**config.mk**
```make
export PLATFORM = sky130hd
export DESIGN_NAME = pm_slot_vc_field_preload
export DESIGN_NICKNAME = d
export VERILOG_FILES = /design/src/pm_preload_pkg.sv /design/src/pm_slot_vc_field_preload.sv
export SDC_FILE = /design/constraint.sdc
export NUM_CORES = 1
export LEC_CHECK = 0
export ABC_CLOCK_PERIOD_IN_PS = 2100
export BUFFER_PORTS_ARGS = -buffer_cell sky130_fd_sc_hd__buf_2
export CAP_MARGIN = 25
export CORE_MARGIN = 3
export CORE_UTILIZATION = 35
export CTS_CLUSTER_SIZE = 20
export DETAILED_ROUTE_END_ITERATION = 10
export PLACE_DENSITY = 0.52
export SYNTH_ARGS = -nofsm -noshare
export SYNTH_HDL_FRONTEND = slang
export SYNTH_SLANG_ARGS = --single-unit
```
**constraint.sdc**
```tcl
create_clock -name pclk -period 2.1 [get_ports pclk]
set_input_delay 0.105 -clock pclk [delete_from_list [all_inputs] [get_ports pclk]]
set_output_delay 0.105 -clock pclk [all_outputs]
set_load 0.02 [all_outputs]
```
**src/pm_preload_pkg.sv**
```systemverilog
// Constants and types for the power-management and slot field preloader
package pm_preload_pkg;

    // APB geometry
    localparam int unsigned AW = 12;
    localparam int unsigned DW = 32;
    localparam int unsigned IMG_N = 8;

    // Image word indices; byte address is four times the index
    localparam logic [7:0] IX_LINK2 = 8'h44;
    localparam logic [7:0] IX_CAP0  = 8'h50;
    localparam logic [7:0] IX_DAT0  = 8'h51;
    localparam logic [7:0] IX_CAP1  = 8'h52;
    localparam logic [7:0] IX_DAT1  = 8'h53;
    localparam logic [7:0] IX_CAP2  = 8'h54;
    localparam logic [7:0] IX_DAT2  = 8'h55;
    localparam logic [7:0] IX_SLOT0 = 8'h60;

    // Load order: slot k of the loader walk holds this index
    localparam logic [7:0] IMG_IX [IMG_N] = '{IX_LINK2, IX_CAP0, IX_DAT0,
        IX_CAP1, IX_DAT1, IX_CAP2, IX_DAT2, IX_SLOT0};
    localparam logic [2:0] SLOT_LINK2 = 3'h0;
    localparam logic [2:0] SLOT_P0    = 3'h7;

    // Image reset values
    localparam logic [15:0] RST_CAP = 16'h0030;
    localparam logic [15:0] RST_OTH = 16'h0000;

    // Control, status and configuration window
    localparam logic [AW-1:0] CTRL_A = 12'h000;
    localparam logic [AW-1:0] STAT_A = 12'h004;
    localparam logic [9:0] CFG_PMC  = 10'h040;
    localparam logic [9:0] CFG_PMCS = 10'h044;
    localparam logic [9:0] CFG_LNK  = 10'h08c;
    localparam logic [9:0] CFG_PNUM = 10'h0cc;
    localparam logic [9:0] CFG_SLOT = 10'h0d0;
    localparam logic [9:0] CFG_LPVC = 10'h144;
    localparam logic [9:0] CFG_TCVC = 10'h154;

    // Field positions in image words
    localparam int I_NSR = 0;
    localparam int I_AUX = 1;
    localparam int I_D1  = 4;
    localparam int I_D2  = 5;
    localparam int I_PME = 6;
    localparam int I_PMD = 8;
    localparam int I_CDC = 14;
    localparam int I_SCC = 1;
    localparam int I_DSI = 2;
    localparam int I_LPV = 3;
    localparam int I_PNM = 4;
    localparam int I_TC  = 9;

    // Field positions in configuration dwords
    localparam int P_NSR = 3;
    localparam int P_AUX = 22;
    localparam int P_D1  = 25;
    localparam int P_D2  = 26;
    localparam int P_PME = 28;
    localparam int P_PMD = 24;
    localparam int P_CDC = 8;
    localparam int P_SCC = 28;
    localparam int P_DSI = 21;
    localparam int P_LPV = 4;
    localparam int P_PNM = 24;
    localparam int P_TC  = 1;

    typedef struct packed {
        logic       nsr;
        logic [2:0] aux;
        logic       d1;
        logic       d2;
        logic [1:0] pme;
        logic [7:0] pmd;
    } pm_cfg_t;

    typedef struct packed {
        logic       scc;
        logic       dsi;
        logic       lpvc;
        logic [2:0] pnum;
        logic [6:0] tcmap;
    } p0_cfg_t;

    typedef enum logic [1:0] {
        ST_IDLE = 2'b00,
        ST_LOAD = 2'b01
    } ld_st_t;

endpackage

```
**src/pm_slot_vc_field_preload.sv**
```systemverilog
// Preloader copying image words into per-port configuration fields
//
// Added by the designer: the APB register port.
`timescale 1ns/1ps
`default_nettype none

module pm_slot_vc_field_preload
    import pm_preload_pkg::*;
(
    input  wire logic          pclk,
    input  wire logic          presetn,
    input  wire logic          psel,
    input  wire logic          penable,
    input  wire logic          pwrite,
    input  wire logic [AW-1:0] paddr,
    input  wire logic [DW-1:0] pwdata,
    output var  logic [DW-1:0] prdata,
    output var  logic          pready,
    output var  logic          pslverr,
    output var  pm_cfg_t       pm_cfg [3],
    output var  p0_cfg_t       p0_cfg,
    output var  logic [1:0]    change_data_count_select,
    output var  logic          cfg_ready
);

    ld_st_t        st_r;
    logic [2:0]    step_r;
    logic          done_r;
    logic [15:0]   img_r [IMG_N];
    pm_cfg_t       pm_r [3];
    p0_cfg_t       p0_r;
    logic [1:0]    cdc_r;
    logic [DW-1:0] prdata_r;
    logic          pready_r;
    logic          pslverr_r;
    logic [DW-1:0] rd_nxt;
    logic          err_nxt;
    logic          hit_img;
    logic [2:0]    isel;
    logic          ld;
    logic          acc;
    logic          fin;
    logic          reload_wr;

    assign ld        = (st_r == ST_LOAD);
    assign acc       = psel & penable;
    assign fin       = acc & pready_r;
    assign reload_wr = fin & pwrite & ~pslverr_r & (paddr == CTRL_A) & pwdata[0];

    // Loader walk: one image word per cycle, from reset or a reload
    always_ff @(posedge pclk or negedge presetn) begin
        if (!presetn) begin
            st_r   <= ST_LOAD;
            step_r <= 3'h0;
        end else begin
            case (st_r)
                ST_LOAD: begin
                    if (step_r == SLOT_P0) begin
                        st_r <= ST_IDLE;
                    end else begin
                        step_r <= step_r + 3'h1;
                    end
                end
                ST_IDLE: begin
                    if (reload_wr) begin
                        st_r   <= ST_LOAD;
                        step_r <= 3'h0;
                    end
                end
                default: begin
                    st_r <= ST_IDLE;
                end
            endcase
        end
    end

    // Done flag marks fields valid for the switch core
    always_ff @(posedge pclk or negedge presetn) begin
        if (!presetn) begin
            done_r <= 1'b0;
        end else if (ld && step_r == SLOT_P0) begin
            done_r <= 1'b1;
        end else if (reload_wr) begin
            done_r <= 1'b0;
        end
    end

    // Image store; writes only land on the completing edge
    for (genvar gi = 0; gi < IMG_N; gi++) begin : g_img
        localparam logic [15:0] RST_V =
            (gi == 1 || gi == 3 || gi == 5) ? RST_CAP : RST_OTH;
        always_ff @(posedge pclk or negedge presetn) begin
            if (!presetn) begin
                img_r[gi] <= RST_V;
            end else if (fin && pwrite && !pslverr_r && hit_img
                         && isel == 3'(gi)) begin
                img_r[gi] <= pwdata[15:0];
            end
        end
    end

    // Per-port power-management fields, same bit map for every port
    for (genvar gp = 0; gp < 3; gp++) begin : g_port
        localparam logic [2:0] SC = 3'(2 * gp + 1);
        localparam logic [2:0] SD = 3'(2 * gp + 2);
        always_ff @(posedge pclk or negedge presetn) begin
            if (!presetn) begin
                pm_r[gp] <= '0;
            end else if (ld && step_r == SC) begin
                pm_r[gp].nsr <= img_r[SC][I_NSR];
                pm_r[gp].aux <= img_r[SC][I_AUX +: 3];
                pm_r[gp].d1  <= img_r[SC][I_D1];
                pm_r[gp].d2  <= img_r[SC][I_D2];
                pm_r[gp].pme <= img_r[SC][I_PME +: 2];
            end else if (ld && step_r == SD) begin
                pm_r[gp].pmd <= img_r[SD][I_PMD +: 8];
            end
        end

    end

    // Port 2 change-data-count select
    always_ff @(posedge pclk or negedge presetn) begin
        if (!presetn) begin
            cdc_r <= 2'h0;
        end else if (ld && step_r == SLOT_LINK2) begin
            cdc_r <= img_r[SLOT_LINK2][I_CDC +: 2];
        end
    end

    // Port 0 slot, initialization, channel and numbering fields
    always_ff @(posedge pclk or negedge presetn) begin
        if (!presetn) begin
            p0_r <= '0;
        end else if (ld && step_r == SLOT_P0) begin
            p0_r.scc   <= img_r[SLOT_P0][I_SCC];
            p0_r.dsi   <= img_r[SLOT_P0][I_DSI];
            p0_r.lpvc  <= img_r[SLOT_P0][I_LPV];
            p0_r.pnum  <= img_r[SLOT_P0][I_PNM +: 3];
            p0_r.tcmap <= img_r[SLOT_P0][I_TC +: 7];
        end
    end

    // Configuration dword view; bits not held here read zero
    function automatic logic [DW:0] cfg_word(input logic [1:0] p,
                                             input logic [9:0] o);
        logic [DW-1:0] w;
        logic          ok;
        pm_cfg_t       c;
        w  = '0;
        ok = 1'b1;
        c  = pm_r[p];
        case (o)
            CFG_PMC: begin
                w[P_AUX +: 3] = c.aux;
                w[P_D1]       = c.d1;
                w[P_D2]       = c.d2;
                w[P_PME +: 2] = c.pme;
                if (p == 2'd0) begin
                    w[P_DSI] = p0_r.dsi;
                end
            end
            CFG_PMCS: begin
                w[P_NSR]      = c.nsr;
                w[P_PMD +: 8] = c.pmd;
            end
            CFG_LNK: begin
                if (p == 2'd2) begin
                    w[P_CDC +: 2] = cdc_r;
                end
            end
            CFG_PNUM: begin
                ok            = (p == 2'd0);
                w[P_PNM +: 3] = p0_r.pnum;
            end
            CFG_SLOT: begin
                ok       = (p == 2'd0);
                w[P_SCC] = p0_r.scc;
            end
            CFG_LPVC: begin
                ok       = (p == 2'd0);
                w[P_LPV] = p0_r.lpvc;
            end
            CFG_TCVC: begin
                ok           = (p == 2'd0);
                w[P_TC +: 7] = p0_r.tcmap;
            end
            default: begin
                ok = 1'b0;
            end
        endcase
        if (!ok) begin
            w = '0;
        end
        return {ok, w};
    endfunction

    // Address decode and read mux
    always_comb begin
        logic [DW:0] cw;
        cw      = '0;
        rd_nxt  = '0;
        err_nxt = 1'b1;
        hit_img = 1'b0;
        isel    = 3'h0;
        for (int i = 0; i < IMG_N; i++) begin
            if (paddr == AW'({IMG_IX[i], 2'b00})) begin
                hit_img = 1'b1;
                isel    = 3'(i);
                err_nxt = 1'b0;
                rd_nxt  = {16'h0000, img_r[i]};
            end
        end
        if (paddr == CTRL_A) begin
            err_nxt = 1'b0;
        end else if (paddr == STAT_A) begin
            err_nxt = pwrite; // Status is read only
            rd_nxt  = {30'h0, done_r, ld};
        end else if (paddr[11:10] != 2'b00) begin
            cw      = cfg_word(paddr[11:10] - 2'b01, paddr[9:0]);
            err_nxt = pwrite | ~cw[DW]; // Configuration view is read only
            rd_nxt  = cw[DW-1:0];
        end
    end

    // APB answer; accesses wait while the loader runs so the host
    // never sees half-loaded fields
    always_ff @(posedge pclk or negedge presetn) begin
        if (!presetn) begin
            pready_r  <= 1'b0;
            pslverr_r <= 1'b0;
            prdata_r  <= '0;
        end else if (acc && !pready_r && !ld) begin
            pready_r  <= 1'b1;
            pslverr_r <= err_nxt;
            prdata_r  <= pwrite ? '0 : rd_nxt;
        end else begin
            pready_r  <= 1'b0;
            pslverr_r <= 1'b0;
        end
    end

    // Outputs straight from flops
    assign prdata                   = prdata_r;
    assign pready                   = pready_r;
    assign pslverr                  = pslverr_r;
    assign pm_cfg                   = pm_r;
    assign p0_cfg                   = p0_r;
    assign change_data_count_select = cdc_r;
    assign cfg_ready                = done_r;
endmodule

`default_nettype wire

```
==> results by group <==
Finish
  – Diode count: 0
  – Share of cells above drive strength 1: between 40% and 50%
  – Fin cells: 1578
  – Area grow syn2layout: 29.00%
  – Final core utilization: a little under half
  – Final nets: roughly 1200

Worst setup path
  – CP max stage delay: around 360 ps
  – R2R depth: 7
  – R2r startpoint: pready
  – CP Data Required Time: 2530 ps
  – R2r endpoint: img_r[64]
  – Max FO, Critical Path: 8
  – R2R setup slack: between 60 and 70 ps
  – Worst path cell trace: nand4_1, buf_4, nor2_1, nand2_1, nor3_2, buf_4, mux2_2
  – Crit end category: flop
  – Setup crit start kind: flop
  – Critical Path Source: pready
  – Slowest CP cell: dfrtp_2
  – Cell repeated most along the worst path: buf_4
  – Setup crit end: img_r[64]
  – Kind of critical path: flop to flop
  – Worst Path Arrival: around 2500 ps

Floorplanning
  – Cell Rows: 64
  – Initial Utilization: 35.62%
  – Chip height: approximately 180 µm
  – Die ar.: 33360 µm²
  – Num ports: around 150
  – Core Area: around 31000 µm²
  – Die Wd: ~180 µm

Timing
  – Final TNS setup: 0 ps
  – Slew @ Worst Pin: 612.0 ps
  – RSZ-0062 raised after global routing: true
  – Final Hold Fails: 0
  – Max_slew headroom: between 50% and 60%
  – Final Skew: between 8 and 9 ps
  – Tcrit/Tclk final: a little over nine tenths
  – Slew Limit Fails: 0
  – Endpoints failing setup: 0
  – FMAX: roughly 490 MHz
  – Min cycle time layout: around 2000 ps

Flow run
  – MaxCap Viol Count: 0

Synth
  – Post-synth ARST share: 100.0%
  – Number of synthesis warnings: 0
  – Register area share after synthesis: between 50% and 60%
  – Syn_area_per_cell: approximately 12 µm²
  – Synth Instances: about 900
  – Top cell type's share of synthesized area: roughly half
  – Top-count cell post-synth: dfrtp_1
  – Cell Area, Synth: 10920 µm²
  – Main flop type after synthesis: dfrtp_1
  – Post-synth top cells: 218 x dfrtp_1, 182 x mux2_2, 62 x nand2_1, 41 x o21ai_0, 35 x a21oi_1
  – Distinct cells, synth: 74
  – Number of synthesized flops with an enable pin: 0
  – Post-synth top area cell: dfrtp_1
  – Area contributors post-synth: dfrtp_1 50%, mux2_2 19%, mux2i_1 2.6%, nand2_1 2.1%, o21ai_0 1.9%
  – #FFs+latches synth: about 230

Pwr
  – Sw Share: about a quarter
  – Clock Power Share: a little under half
  – Internal power: 7142 µW
  – Combinational cell fraction of total power: just under 7%
  – Switching pwr: 2271 µW
  – Cell Pwr Density: 668.0 nW/µm²
  – Seq pwr share: a little under half
  – Maximum vdd ir drop: approximately 0.50 mV
  – Pleak: ~0.0069 µW

Outcome
  – Outcome: finished clean

GRT
  – Most Used Layer, Global Route: met2
  – GR Util met1: between 30% and 40%
  – Total global-route track usage: between 20 and 25%
  – GR Layer Usage met3: ~3.6%
  – Pin count of the biggest net entering global routing: 56
  – Routing usage on met2: a little under two fifths
  – First-pass GRT wire length: 60.69 mm
  – Initial antenna violation count: 0
  – Vias in the first global route: around 9000
  – Congestion Overflow GR: 0

Clock network
  – Longest Clk Path Bufs: 3
  – CTS root buf: clkbuf_16
  – CTS tree: done
  – Worst-Skew Late Latency: between 500 and 600 ps
  – Clk sink count: about 230
  – Htree depth: 1
  – CTS clk-pin slew, worst paths: about 60 ps
  – Total CTS buffers: 25

Drt
  – 1st-iter DRT viols: 749
  – ANT nets after route: 0
  – DRT Wirelength: between 40 and 50 mm
  – Avg Vias per Cell: about 5.6
  – DR vias: just under 9000
  – DR DRC count: 0
  – First-pass detailed-route iteration total: 5
  – Routed length per instance: approximately 26 µm

Min path
  – Min-Delay Path Class: input port to async pin

Placement
  – Routability Congestion: around 0.94
  – I/O Buffers: about 130
  – Post-DP HPWL: slightly above 30 mm
  – Dpl cells: 1513
-- how the worst min path moves through the flow --
stage                       endpoint  slack (ps)
final                     pm_cfg[20]          90
after detailed placement   img_r[78]          70
after CTS                 pm_cfg[20]          90
after global routing      pm_cfg[20]         110
after floorplan            cfg_ready        -190
after global placement     img_r[78]          70
-- power by group through the flow --
stage	logic (µW)	clock network, µW	registers [µW]
3_5_place_dp	612	0	4440
4_1_cts	638	4490	4360
2_1_floorplan	196	0	4450
6_report	644	4410	4360
5_1_grt	683	4690	4360
3_3_place_gp	616	0	4440
-- sequential cells by signal, indices dropped and copies added (netlist names) --
signal                    flops
img_r                       128
pm_cfg                       48
prdata                       27
p0_cfg                       13
step_r                        3
change_data_count_select      2
cfg_ready                     1
pready                        1
pslverr                       1
st_r                          1
-- critical path: cells and delay by family, from the launching register on --
kind | cells | cell delay, ps
simple gates | 4 | 750
buf+inv | 2 | 450
flops | 1 | 360
mux | 1 | 360
-- final cells by class --
| class | instances | area (µm²) |
|---|---|---|
| sequential | 225 | 5640 |
| multi-input combinational | 608 | 5006 |
| clock buffer | 34 | 729.5 |
| inverter | 15 | 56.30 |
| fill | 2886 | 16580 |
| tap | 396 | 495.5 |
| clock inverter | 11 | 101.3 |
| timing repair buffer | 289 | 2062 |
-- logic make-up (layout without fill, tap and decap cells) --
group           after synthesis  count (layout)  share of synthesized area [%]
flops                       225             225                          51.63
other cells                   1               5                        0.03433
fa+ha+maj                     9               9                          1.031
compound gates              186             186                          11.79
xor+xnor                      1               1                        0.08020
mux                         220             220                          22.70
buf+inv                      72             349                          2.921
simple gates                187             187                          9.817
-- per-stage QoR --
| stage | setup slack (ps) | power, µW | instance area (µm²) | hold slack [ps] |
|---|---|---|---|---|
| 6_report | 64.53 | 9413 | 14090 | 85.16 |
| 5_1_grt | -20.72 | 9731 | 14090 | 115.0 |
| 4_1_cts | 2.124 | 9485 | 14050 | 86.37 |
| 3_5_place_dp | -139.3 | 5048 | 13040 | 70.33 |
| 3_3_place_gp | -169.4 | 5052 | 13040 | 69.99 |
| 2_1_floorplan | 4.158 | 4642 | 10940 | -190.6 |
-- metal layers --
layer,part of all wire [%],vias to the layer above
met4,3.5,0
li1,-,3909
met2,44,361
met3,7.3,69
met5,0,-
met1,45,4564
-- what timing repair did --
action / 4_1_cts / 5_1_grt
buffers inserted: 0 / 3
pin swaps: 0 / 2
endpoints found under the hold margin: 333 / 0
hold buffers: 17 / 0
endpoints found under the setup margin: 14 / 43
resized for setup: 2 / 6
-- layout by cell type (no fill, tap or decap), drive strengths merged, types with 13 or more instances in the layout --
cell and instances:
clkbuf 34, mux2i 28, mux2 192, nor2 27, o21ai 42, inv 15, buf 272, o22ai 13
dfrtp 218, nand2 63, a21oi 35, dlygate4sd3 17
No activity file was read; power rests on OpenSTA's default activity.
